**config.mk**
```make
export PLATFORM = sky130hd
export DESIGN_NAME = direct_peripheral_access
export DESIGN_NICKNAME = d
export VERILOG_FILES = /design/src/pkg/dpa_pkg.sv /design/src/verilog/direct_peripheral_access.sv
export VERILOG_INCLUDE_DIRS = /design/src /design/src/pkg
export SDC_FILE = /design/constraint.sdc
export NUM_CORES = 1
export LEC_CHECK = 0
export BUFFER_PORTS_ARGS = -buffer_cell sky130_fd_sc_hd__buf_4
export CAP_MARGIN = 20
export CORE_ASPECT_RATIO = 1.2
export CORE_MARGIN = 1
export CORE_UTILIZATION = 35
export CTS_CLUSTER_SIZE = 40
export DETAILED_ROUTE_END_ITERATION = 6
export HOLD_SLACK_MARGIN = 0.12
export PLACE_DENSITY = 0.49
export SLEW_MARGIN = 20
export SYNTH_ARGS = -nofsm -noshare
export SYNTH_HDL_FRONTEND = slang
export SYNTH_SLANG_ARGS = --single-unit
```
**constraint.sdc**
```tcl
create_clock -name clk -period 8.8 [get_ports clk]
set_clock_uncertainty 0.05 [all_clocks]
set_input_delay 1.32 -clock clk [delete_from_list [all_inputs] [get_ports clk]]
set_output_delay 1.32 -clock clk [all_outputs]
set_load 0.01 [all_outputs]
```
**src/pkg/dpa_defs.svh**
```systemverilog
// constants for the direct peripheral access block
`ifndef DPA_DEFS_SVH
`define DPA_DEFS_SVH
`define TYPE_MSB 15
`define TYPE_LSB 12
`define POS_MSB 11
`define POS_LSB 8
`define DIR_BIT 7
`define BYTE_MSB 6
`define SYS_MSB 3
`define TYPE_BIN8 4'h8
`define TYPE_BIN16 4'h9
`define TYPE_BIN32 4'hA
`define TYPE_SPEC 4'hC
`define TYPE_ANALOG 4'hD
`define TYPE_PROC 4'hF
`define POS_ZERO 4'h0
`define FRAME_BASIC 4'h0
`define NUM_UNITS 16
`define IMG_BYTES 16
`define IMG_IDX_W 4
`define ZERO16 16'h0000
`define ZERO8 8'h00
`endif

```
**src/pkg/dpa_pkg.sv**
```systemverilog
// types for the direct peripheral access block
package dpa_pkg;
   typedef enum logic [1:0] {V_FRAME, V_BOARD, V_WIDE} variant_t;
   typedef enum {ST_IDLE, ST_BUS, ST_SCAN, ST_XCHG} state_t;
   typedef struct packed {
      logic valid;
      logic write;
      logic wide;
      logic exchange;
      logic [15:0] addr;
      logic [15:0] wdata;
   } cpu_req_t;
   typedef struct packed {
      logic done;
      logic error;
      logic [15:0] rdata;
   } cpu_rsp_t;
   typedef struct packed {
      logic cyc;
      logic we;
      logic wide;
      logic [15:0] addr;
      logic [15:0] wdata;
   } pbus_t;
endpackage : dpa_pkg

```
**src/verilog/direct_peripheral_access.sv**
```systemverilog
// direct peripheral access controller: decode, bus cycles, image scan and exchange
`timescale 1ns/1ps
`include "dpa_defs.svh"
// ============================================================
module direct_peripheral_access
   import dpa_pkg::*;
(
   // clock and reset
   input wire logic clk,
   input wire logic rst,
   // configuration
   input wire variant_t variant,
   input wire logic [3:0] frame_sel,
   input wire logic [`NUM_UNITS-1:0] unit_enable,
   input wire logic [`NUM_UNITS-1:0] unit_direct_ok,
   input wire logic [`NUM_UNITS-1:0] out_service,
   input wire logic scan_start,
   // processor side
   input wire cpu_req_t req,
   output cpu_rsp_t rsp,
   output logic scan_busy,
   output logic [15:0] image_out,
   // peripheral bus
   output pbus_t pbus,
   input wire logic pbus_ack,
   input wire logic [15:0] pbus_rdata
);
   typedef struct packed {
      state_t st;
      cpu_rsp_t rsp;
      pbus_t bus;
      logic busy;
      logic [`IMG_IDX_W-1:0] unit;
      logic scan_out;
      logic scan_end;
      logic [15:0] img_o;
      logic ack_s1;
      logic ack_s2;
      logic [15:0] rd_s1;
      logic [15:0] rd_s2;
   } regs_t;
   regs_t r_ff, nxt_r;
   logic [15:0] img_in_ff [`IMG_BYTES];
   logic [15:0] img_out_ff [`IMG_BYTES];
   logic img_we_in, img_we_out;
   logic [`IMG_IDX_W-1:0] img_idx;
   logic [15:0] img_wdata;

   // ============================================================
   // address check
   function automatic logic addr_ok(input variant_t v, input logic [15:0] a,
                                    input logic [3:0] fr, input logic dok);
      logic [3:0] ty;
      ty = a[`TYPE_MSB:`TYPE_LSB];
      addr_ok = 1'b0;
      if (v == V_WIDE) begin
         addr_ok = 1'b0;
      end else if (ty[`SYS_MSB] == 1'b0) begin
         addr_ok = 1'b0;
      end else if (v == V_BOARD) begin
         addr_ok = (ty == `TYPE_BIN8 || ty == `TYPE_BIN16 || ty == `TYPE_BIN32 ||
                    ty == `TYPE_ANALOG) &&
                   a[`POS_MSB:`POS_LSB] == `POS_ZERO;
      end else if (fr == `FRAME_BASIC) begin
         if (ty == `TYPE_BIN8 || ty == `TYPE_BIN16 || ty == `TYPE_BIN32) begin
            addr_ok = 1'b1;
         end else if (ty == `TYPE_SPEC || ty == `TYPE_ANALOG || ty == `TYPE_PROC) begin
            addr_ok = dok;
         end
      end
   endfunction : addr_ok

   logic [`IMG_IDX_W-1:0] req_unit;
   assign req_unit = req.addr[`POS_MSB:`POS_LSB];

   // ============================================================
   // next state
   always_comb begin
      nxt_r = r_ff;
      nxt_r.rsp.done = 1'b0;
      nxt_r.rsp.error = 1'b0;
      nxt_r.ack_s1 = pbus_ack;
      nxt_r.ack_s2 = r_ff.ack_s1;
      nxt_r.rd_s1 = pbus_rdata;
      nxt_r.rd_s2 = r_ff.rd_s1;
      img_we_in = 1'b0;
      img_we_out = 1'b0;
      img_idx = r_ff.unit;
      img_wdata = r_ff.rd_s2;
      case (r_ff.st)
         ST_IDLE: begin
            if (scan_start) begin
               nxt_r.st = ST_SCAN;
               nxt_r.busy = 1'b1;
               nxt_r.unit = '0;
               nxt_r.scan_out = 1'b0;
            end else if (req.valid && req.exchange) begin
               nxt_r.unit = req_unit;
               nxt_r.scan_out = req.write;
               if (variant == V_WIDE && unit_enable[req_unit]) begin
                  nxt_r.st = ST_XCHG;
                  nxt_r.bus.cyc = 1'b1;
                  nxt_r.bus.we = req.write;
                  nxt_r.bus.wide = 1'b1;
                  nxt_r.bus.addr = {req.addr[`TYPE_MSB:`POS_LSB], req.write,
                                    req.addr[`BYTE_MSB:0]};
                  nxt_r.bus.wdata = img_out_ff[req_unit];
               end else begin
                  nxt_r.rsp.done = 1'b1;
                  nxt_r.rsp.error = 1'b1;
               end
            end else if (req.valid) begin
               if (addr_ok(variant, req.addr, frame_sel, unit_direct_ok[req_unit])) begin
                  nxt_r.st = ST_BUS;
                  nxt_r.bus.cyc = 1'b1;
                  nxt_r.bus.we = req.write;
                  nxt_r.bus.wide = req.wide;
                  nxt_r.bus.addr = req.addr;
                  nxt_r.bus.wdata = req.wdata;
               end else begin
                  nxt_r.rsp.done = 1'b1;
                  nxt_r.rsp.error = 1'b1;
               end
            end
         end
         ST_BUS: begin
            // image deliberately untouched here
            if (!r_ff.bus.cyc) begin
               // stay until the synchronised ack has fallen, else the next
               // transfer would take the old ack as its own
               if (!r_ff.ack_s2) begin
                  nxt_r.st = ST_IDLE;
               end
            end else if (r_ff.ack_s2) begin
               nxt_r.bus.cyc = 1'b0;
               nxt_r.rsp.done = 1'b1;
               nxt_r.rsp.rdata = r_ff.bus.wide ? r_ff.rd_s2 : {`ZERO8, r_ff.rd_s2[7:0]};
            end
         end
         ST_XCHG: begin
            if (!r_ff.bus.cyc) begin
               if (!r_ff.ack_s2) begin
                  nxt_r.st = ST_IDLE;
               end
            end else if (r_ff.ack_s2) begin
               nxt_r.bus.cyc = 1'b0;
               nxt_r.rsp.done = 1'b1;
               img_we_in = !r_ff.scan_out; // image stays linked
               nxt_r.rsp.rdata = r_ff.scan_out ? img_out_ff[r_ff.unit] : r_ff.rd_s2;
            end
         end
         ST_SCAN: begin
            if (!r_ff.bus.cyc && !r_ff.ack_s2) begin
               if (r_ff.scan_end) begin
                  nxt_r.st = ST_IDLE;
                  nxt_r.busy = 1'b0;
                  nxt_r.scan_end = 1'b0;
               end else if (r_ff.scan_out && !out_service[r_ff.unit]) begin
                  // unit left to direct writes: no output cycle at all
                  nxt_r.unit = r_ff.unit + 1'b1;
                  nxt_r.scan_end = (r_ff.unit == `IMG_IDX_W'(`NUM_UNITS-1));
               end else begin
                  nxt_r.bus.cyc = 1'b1;
                  nxt_r.bus.we = r_ff.scan_out;
                  nxt_r.bus.wide = 1'b1;
                  nxt_r.bus.addr = {`TYPE_BIN16, r_ff.unit, r_ff.scan_out, 7'h00};
                  nxt_r.bus.wdata = img_out_ff[r_ff.unit];
               end
            end else if (r_ff.bus.cyc && r_ff.ack_s2) begin
               nxt_r.bus.cyc = 1'b0;
               img_we_in = !r_ff.scan_out;
               nxt_r.unit = r_ff.unit + 1'b1;
               if (r_ff.unit == `IMG_IDX_W'(`NUM_UNITS-1)) begin
                  // input pass done: start outputs; output pass done: finish
                  nxt_r.scan_end = r_ff.scan_out;
                  nxt_r.scan_out = 1'b1;
               end
            end
         end
         default: nxt_r.st = ST_IDLE;
      endcase
      nxt_r.img_o = img_out_ff[req_unit];
      if (req.valid && !req.exchange && r_ff.st == ST_IDLE && !scan_start &&
          variant == V_WIDE && req.write) begin
         img_we_out = 1'b1; // program-side image write for the exchange model
      end
   end

   always_ff @(posedge clk) begin
      if (rst) begin
         r_ff <= '{st: ST_IDLE, rsp: '0, bus: '0, busy: 1'b0, unit: '0,
                   scan_out: 1'b0, scan_end: 1'b0, img_o: `ZERO16, ack_s1: 1'b0,
                   ack_s2: 1'b0,
                   rd_s1: `ZERO16, rd_s2: `ZERO16};
      end else begin
         r_ff <= nxt_r;
      end
   end

   // ============================================================
   // image memories: input image written only by scan and exchange, output image only by program-side writes
   always_ff @(posedge clk) begin
      if (rst) begin
         // cleared so that a scan never drives unknown words onto the bus
         for (int i = 0; i < `IMG_BYTES; i++) begin
            img_in_ff[i] <= `ZERO16;
            img_out_ff[i] <= `ZERO16;
         end
      end else begin
         if (img_we_in) begin
            img_in_ff[img_idx] <= img_wdata;
         end
         if (img_we_out) begin
            img_out_ff[req_unit] <= req.wdata;
         end
      end
   end

   assign rsp = r_ff.rsp;
   assign pbus = r_ff.bus;
   assign scan_busy = r_ff.busy;
   assign image_out = r_ff.img_o;

   // ============================================================
   // checks
   a_bus_no_image: assert property (@(posedge clk) disable iff (rst)
      r_ff.st == ST_BUS |-> !img_we_in) else $error("direct access wrote image");
   a_wide_no_phys: assert property (@(posedge clk) disable iff (rst)
      (r_ff.st == ST_IDLE && req.valid && !req.exchange && !scan_start &&
       variant == V_WIDE) |=> rsp.error) else $error("physical access in wide variant");
   a_sys_reject: assert property (@(posedge clk) disable iff (rst)
      (r_ff.st == ST_IDLE && req.valid && !scan_start && !req.exchange &&
       !req.addr[15]) |=> rsp.done && rsp.error) else $error("system type accepted");
   a_frame_zero: assert property (@(posedge clk) disable iff (rst)
      (r_ff.st == ST_IDLE && req.valid && !scan_start && !req.exchange &&
       variant == V_FRAME && frame_sel != 4'h0) |=> rsp.error) else $error("frame not 0");
   a_board_pos: assert property (@(posedge clk) disable iff (rst)
      (r_ff.st == ST_IDLE && req.valid && !scan_start && !req.exchange &&
       variant == V_BOARD && req.addr[11:8] != 4'h0) |=> rsp.error) else $error("board pos");
   a_xchg_enable: assert property (@(posedge clk) disable iff (rst)
      (r_ff.st == ST_IDLE && req.valid && !scan_start && req.exchange &&
       !unit_enable[req.addr[11:8]]) |=> rsp.error && r_ff.st == ST_IDLE)
      else $error("exchange on disabled unit");
   a_bus_addr: assert property (@(posedge clk) disable iff (rst)
      (r_ff.st == ST_IDLE && req.valid && !scan_start && !req.exchange &&
       addr_ok(variant, req.addr, frame_sel, unit_direct_ok[req.addr[11:8]]))
      |=> pbus.cyc && pbus.addr == $past(req.addr)) else $error("bus addr");
   a_scan_write: assert property (@(posedge clk) disable iff (rst)
      img_we_in |-> (r_ff.st == ST_SCAN || r_ff.st == ST_XCHG)) else $error("image write");
   a_scan_input: assert property (@(posedge clk) disable iff (rst)
      (r_ff.st == ST_SCAN && r_ff.bus.cyc && r_ff.ack_s2 && !r_ff.scan_out)
      |=> img_in_ff[$past(r_ff.unit)] == $past(r_ff.rd_s2)) else $error("scan input image");
   a_xchg_link: assert property (@(posedge clk) disable iff (rst)
      (r_ff.st == ST_XCHG && r_ff.bus.cyc && r_ff.ack_s2 && !r_ff.scan_out)
      |=> img_in_ff[$past(r_ff.unit)] == rsp.rdata) else $error("exchange image link");
   c_direct: cover property (@(posedge clk) r_ff.st == ST_BUS && r_ff.ack_s2);
   c_scan: cover property (@(posedge clk) r_ff.busy ##1 !r_ff.busy);
   c_xchg: cover property (@(posedge clk) r_ff.st == ST_XCHG && r_ff.ack_s2);
endmodule : direct_peripheral_access
```
==> impl_metrics.yaml, run 1 <==
place:
  gp_congestion: 0.826
  io_buffers: 179
  dpl_cell_area_mm2: 0.0210
  hpwl_um: 39300
grt:
  antenna_found_initial: 0
  grt_pass1_vias: 12800
  grt_max_degree: 72
  gr-total-overflow: 0
  grt_pass1_wl_um: 85300
  grt_usage_pct: 20.3
pwr:
  total_power_mw: 4.28
  p_leak_nw: 8.52
  powerDensity_mw_per_mm2: 192
  ir_worst_vdd_uv: 145
timing:
  period_minus_slack_ns: 4.21
  worstMarginPinSlew_ns: 1.08
  maxSlewHeadroom_pct: 27.9
  hold_viol: 0
  period_share_pct: 47.8
  max_freq_ghz: 0.238
  fin_tns_setup_ns: 0
  drv_slew: 0
  setup_viol: 0
  rsz0062_at_grt: "no"
cells_and_area:
  final_layout_size_suffix_gt1_share_pct: 28.1
  n_fill_cell: 5158
  layout_common_cells: "and2_1, edfxtp_1, buf_4, mux4_2, dfxtp_1"
  mostFrequentLayoutCell: "and2_1"
  regArea_mm2: 0.0100
  design_area_mm2: 0.0223
  areaGrowthSynthToFinish_pct: 13.6
  fin_nets: 1685
  n_antenna_cell: 0
  multiInputGateArea_mm2: 0.00853
floorplanning:
  rows: 94
  fp.dieH_um: 261
  start_util_pct: 35.6
  io_pins: 180
  coreArea_mm2: 0.0550
  dieArea_mm2: 0.0570
  die_width_um: 218
cts:
  post_cts_buffers: 0
  cts_buffer_depth: 3
  cts_resized: 0
  cts-root-buf: "clkbuf_16"
  cts_buffers: 40
  worstSkewPairLatency_ns: 0.57
  cts_num_sinks: 372
  clk_pin_slew_worst_paths_ns: 0.06
  hold_buffers: 0
  cts_tree: "done"
  ctsHtreeMaxLevel: 2
min_path:
  hold-path-cell-count: 1
  hold_start: "nxt_r[12]"
  min_to: "img_wdata[12]"
  hold_class: "register to register"
synthesis:
  ys_types: 61
  synthArstFlopShare_pct: 0
  yosysSeqAreaShare_pct: 51.0
  synth_nets: 1636
  ys_warn_count: 0
  syn_inst: 1522
  synth_edf_count: 256
  synth_top_flop_cell: "edfxtp_1"
  synth_area_mm2: 0.0196
  synth_seq_cells: 372
  avgSynthCellArea_um2: 12.9
setup_path:
  r2r_slack_ns: 4.91
  endpoint_kind: "register"
  cp.arrival_ns: 4.35
  rr_worst_depth: 6
  reg2reg_from: "r_ff[110]"
  worst_setup_path_start_kind: "input pin"
  critPathKind: "input pin to register"
  r2r-end: "img_out_ff[3][14]"
  cp_max_fo: 45
  cp.required_ns: 8.94
drt:
  maxUsedRoutingLayer: "met4"
  drt-met1-wl_um: 24400
  first_pass_iters: 5
  wire_per_inst_um: 25.0
  wl_met3_um: 2530
  met2_length_um: 29900
  drc: 0
  viasPerCell: 5.41
  ant_nets: 0
  drtIter0Drc: 975
  vias: 12600
  wl_um: 57900
outcome:
  outcome: "finished clean"
run:
  cap_viol_max_count: 0
[final cells by class]
cell class                      count  area share (%)
Inverter                            7           0.118
Timing Repair Buffer              206            6.94
Clock buffer                       54            5.01
Sequential cell                   372            45.0
Clock inverter                     18           0.640
Tap cell                          720            4.04
Multi-Input combinational cell    944            38.3
[synth_stat cells (all sizes together) (2+ instances only)]
cell type | count | share of area (%)
a2111oi | 2 | 0.089
a211oi | 9 | 0.34
a21oi | 41 | 1.0
a31oi | 5 | 0.16
and2 | 258 | 8.2
and3 | 19 | 0.61
buf | 105 | 3.6
clkbuf | 94 | 1.9
dfxtp | 116 | 12
edfxtp | 256 | 39
ha | 4 | 0.26
inv | 7 | 0.13
mux2 | 4 | 0.23
mux2i | 66 | 3.4
mux4 | 151 | 17
nand2 | 99 | 2.0
nand2b | 9 | 0.29
nand3 | 18 | 0.52
nand3b | 3 | 0.18
nor2 | 55 | 1.4
nor2b | 43 | 1.4
nor3 | 18 | 0.69
o211a | 21 | 1.1
o211ai | 25 | 0.96
o21a | 3 | 0.11
o21ai | 24 | 0.61
o221a | 3 | 0.17
o22ai | 34 | 1.1
o31ai | 4 | 0.15
o41ai | 2 | 0.089
or2 | 5 | 0.16
or3 | 3 | 0.12
[power by group]
| part | switching [mW] | internal, mW |
|---|---|---|
| logic | 0.339 | 0.278 |
| registers | 0.0668 | 1.94 |
| clock network | 0.712 | 0.947 |
[worst max-delay path by stage]
| stage | start | to | slack [ns] | cells past startpoint |
|---|---|---|---|---|
| global placement | req[24] | img_out_ff[3][13] | 3.85 | 5 |
| finish | req[24] | img_out_ff[3][14] | 4.59 | 5 |
| floorplan | scan_start | img_out_ff[13][0] | 4.36 | 6 |
| CTS | req[24] | img_out_ff[3][14] | 4.41 | 5 |
| detailed placement | req[24] | img_out_ff[3][10] | 3.81 | 5 |
| global route | req[24] | img_out_ff[3][14] | 4.30 | 5 |
[per-layer routing]
| layer | global-route usage (%) | up-vias |
|---|---|---|
| met3 | 3.00 | 68 |
| met1 | 26.0 | 6471 |
| li1 | - | 5705 |
| met2 | 35.8 | 324 |
| met5 | 0 | - |
| met4 | 5.15 | 0 |
[critical path, cell delays in order]
cell and delay, ns:
buf_4 0.54, buf_4 0.87, nand3_4 0.31, nor3_4 0.69, or2_2 0.58
[kinds of logic after synthesis]
logic type                 count (synthesis)  synth area share, %
buffers and inverters                    206                 5.60
adders and majority gates                  4                0.255
AOI/OAI and AO/OA                        185                 6.43
and+or+nand+nor                          534                 15.7
muxes                                    221                 20.9
DFF                                      372                 51.0
[per-stage QoR]
step / hold slack (ns) / worst slack [ns] / utilization (%) / cells
after floorplan: 0.364 / 4.36 / - / 1522
after global placement: 0.372 / 3.85 / 38.2 / 2249
after detailed placement: 0.372 / 3.81 / 38.2 / 2249
after CTS: 0.395 / 4.41 / 40.5 / 2321
after global routing: 0.402 / 4.30 / 40.5 / 2321
final: 0.389 / 4.59 / 40.5 / 2321
[registers in the layout, indices dropped and copies added (netlist names), named ones only]
| name | flops |
|---|---|
| nxt_r | 17 |
| pbus | 35 |
| img_out_ff | 256 |
| img_idx | 4 |
| scan_busy | 1 |
| rsp | 18 |
| img_wdata | 16 |
| r_ff | 5 |
| image_out | 16 |
No activity file was read; power rests on OpenSTA's default activity.
==> inputs of run 2 (changes only) <==
--- a/config.mk
+++ b/config.mk
@@ -6,6 +6,7 @@
 export SDC_FILE = /design/constraint.sdc
 export NUM_CORES = 1
 export LEC_CHECK = 0
+export ABC_AREA = 1
 export BUFFER_PORTS_ARGS = -buffer_cell sky130_fd_sc_hd__buf_4
 export CAP_MARGIN = 20
 export CORE_ASPECT_RATIO = 1.2
@@ -14,7 +15,7 @@
 export CTS_CLUSTER_SIZE = 40
 export DETAILED_ROUTE_END_ITERATION = 6
 export HOLD_SLACK_MARGIN = 0.12
-export PLACE_DENSITY = 0.49
+export PLACE_DENSITY = 0.51
 export SLEW_MARGIN = 20
 export SYNTH_ARGS = -nofsm -noshare
 export SYNTH_HDL_FRONTEND = slang
==> constraint.sdc (replaced) <==
create_clock -name clk -period 3.65 [get_ports clk]
set_clock_uncertainty 0.05 [all_clocks]
set_input_delay 0.5475 -clock clk [delete_from_list [all_inputs] [get_ports clk]]
set_output_delay 0.5475 -clock clk [all_outputs]
set_load 0.01 [all_outputs]
==> run 2 against run 1 <==
Against the previous run: critical path depth up 3; register-to-register slack worse by 4.1 ns; sequential cell count unchanged; global-route usage up 4.2 points; worst setup slack worse by 3.8 ns; first-iteration DRC count up 95%; core utilization up 0.16 points; non-clock buffer count up 35; count of clock-buffer cells in the layout down 9; critical endpoint is now rsp[13]; largest cell class unchanged; highest routed layer unchanged.
==> impl_metrics.yaml, run 2 <==
outcome:
  outcome: "finished clean"
grt:
  gr-total-overflow: 0
  grt_max_degree: 90
  grt_pass1_vias: 16400
  antenna_found_initial: 0
  grt_usage_pct: 24.6
  grt_pass1_wl_um: 103000
timing:
  worstMarginPinSlew_ns: 0.955
  setup_viol: 0
  rsz0062_at_grt: "no"
  drv_slew: 0
  fin_tns_setup_ns: 0
  period_share_pct: 77.6
  maxSlewHeadroom_pct: 35.9
  period_minus_slack_ns: 2.83
  max_freq_ghz: 0.353
  hold_viol: 0
cts:
  cts_resized: 0
  cts_tree: "done"
  post_cts_buffers: 0
  ctsHtreeMaxLevel: 2
  clk_pin_slew_worst_paths_ns: 0.07
  cts_buffer_depth: 3
  cts_num_sinks: 372
  hold_buffers: 0
  cts-root-buf: "clkbuf_16"
  worstSkewPairLatency_ns: 0.55
  cts_buffers: 39
synthesis:
  ys_types: 42
  yosysMostFrequentCell: "nor2_1"
  synth_xor_area_share_pct: 0
  synth.area.top_cells: "edfxtp_1, dfxtp_1, nor2_1"
  netlist_top_cells_count: "nor2_1, nand2_1, edfxtp_1, o21ai_0, a22oi_1"
  synth_area_mm2: 0.0191
  synthArstFlopShare_pct: 0
  yosysSeqAreaShare_pct: 52.4
  avgSynthCellArea_um2: 8.45
  synth_top_flop_cell: "edfxtp_1"
  synthSimpleGateAreaFrac_pct: 21.3
  synth_edf_count: 256
  syn_inst: 2261
  synthMuxAreaShare_pct: 0
  synth_compound_area_share_pct: 16.7
  synth_top_family_by_area: "simple AND/OR/NAND/NOR gates"
  synth_nets: 2375
  synth_seq_cells: 372
  synth_area_leader_cell: "edfxtp_1"
  yosysTopAreaCellShare_pct: 40.2
  synthAdderAreaFrac_pct: 0.262
  ys_warn_count: 0
pwr:
  seqPwrFrac_pct: 39.6
  combPwrFrac_pct: 28.6
  powerDensity_mw_per_mm2: 574
  ir_worst_vdd_uv: 351
  swShare_pct: 35.7
  clkPwrFrac_pct: 31.8
  p_leak_nw: 8.91
  p_switching_mw: 4.47
  p_int_mw: 8.07
place:
  gp_congestion: 0.897
  dpl_cell_area_mm2: 0.0206
  hpwl_um: 45500
  dp.cells: 2982
  io_buffers: 179
cells_and_area:
  mostFrequentLayoutCell: "nor2_1"
  n_antenna_cell: 0
  final_layout_size_suffix_gt1_share_pct: 14.7
  finalNonFillerCells: 3052
  largest_register_ffs: 256
  areaGrowthSynthToFinish_pct: 14.3
  layout_common_cells: "nor2_1, nand2_1, edfxtp_1, buf_4, o21ai_0"
  fin_nets: 2425
  n_fill_cell: 5393
  regMostFlops: "img_out_ff"
  design_area_mm2: 0.0218
floorplanning:
  start_util_pct: 35.5
  dieArea_mm2: 0.0555
  coreArea_mm2: 0.0538
  rows: 93
  die_width_um: 215
  io_pins: 180
  fp.dieH_um: 258
drt:
  vias: 16900
  viasPerCell: 5.53
  drc: 0
  ant_nets: 0
  first_pass_iters: 6
  drtIter0Drc: 1904
  wire_per_inst_um: 22.8
  wl_um: 69600
setup_path:
  cp.required_ns: 4.06
  endpoint_kind: "register"
  worst_setup_path_start_kind: "register"
  cp_max_fo: 14
  critPathKind: "register to register"
  cp.arrival_ns: 3.24
min_path:
  hold_class: "input pin to register"
run:
  cap_viol_max_count: 0
-- run 2: worst paths after layout --
path | startpoint | end | slack (ns) | cells after the start
worst max register to register | register | rsp[13] | 0.82 | 8
worst max-delay path | register | rsp[13] | 0.82 | 8
worst min-delay path | pbus_rdata[2] | nxt_r[2] | 0.16 | 3
worst min register to register | nxt_r[7] | img_wdata[7] | 0.35 | 2
-- run 2: stage by stage --
| stage | hold slack (ns) | power, mW | setup slack, ns | util (%) |
|---|---|---|---|---|
| global placement | 0.344 | 8.56 | 0.653 | 38.3 |
| CTS | 0.139 | 12.6 | 0.840 | 40.6 |
| finish | 0.160 | 12.5 | 0.818 | 40.6 |
| detailed placement | 0.343 | 8.60 | 0.631 | 38.3 |
| floorplan | 0.338 | 7.25 | 1.15 | - |
| global route | 0.160 | 13.1 | 0.564 | 40.6 |
-- run 2: cells by family (layout without fill, tap and decap cells) --
kind of cell | count (synthesis) | count (layout)
and+or+nand+nor | 1020 | 1020
buffers and inverters | 353 | 432
adders and majority gates | 4 | 4
DFF | 372 | 372
AOI/OAI and AO/OA | 512 | 512
-- run 2: critical path, cell delays in order, from the launching register on --
cell and delay, ns:
dfxtp_2 0.32, inv_1 0.56, buf_4 0.34, o21ai_0 0.11, o221ai_1 0.34, nand3_1 0.31, a21oi_1 0.41, o21ai_0 0.17
a21oi_1 0.14
-- run 2: routing by layer --
metal | share of wire (%) | GRT usage, %
met4 | 4.1 | 10.7
met5 | 0 | 0
met3 | 7.1 | 3.91
met1 | 40 | 30.1
met2 | 49 | 42.5
-- run 2: area by class of cell --
type                            count  area (um2)  share of cell area, %
Sequential cell                   372       10000                   45.9
Multi-Input combinational cell   1536        7330                   33.6
Timing Repair Buffer              241        1900                   8.68
Clock buffer                       45        1010                   4.62
Tap cell                          712         891                   4.08
Inverter                          121         463                   2.12
Clock inverter                     25         235                   1.08
-- run 2: power by group through the flow --
stage / combinational, mW / clock, mW / sequential, mW
2_1_floorplan: 2.32 / 0 / 4.93
3_3_place_gp: 3.51 / 0 / 5.05
3_5_place_dp: 3.54 / 0 / 5.06
4_1_cts: 3.55 / 4.05 / 4.97
5_1_grt: 3.87 / 4.21 / 5.00
6_report: 3.58 / 3.99 / 4.97
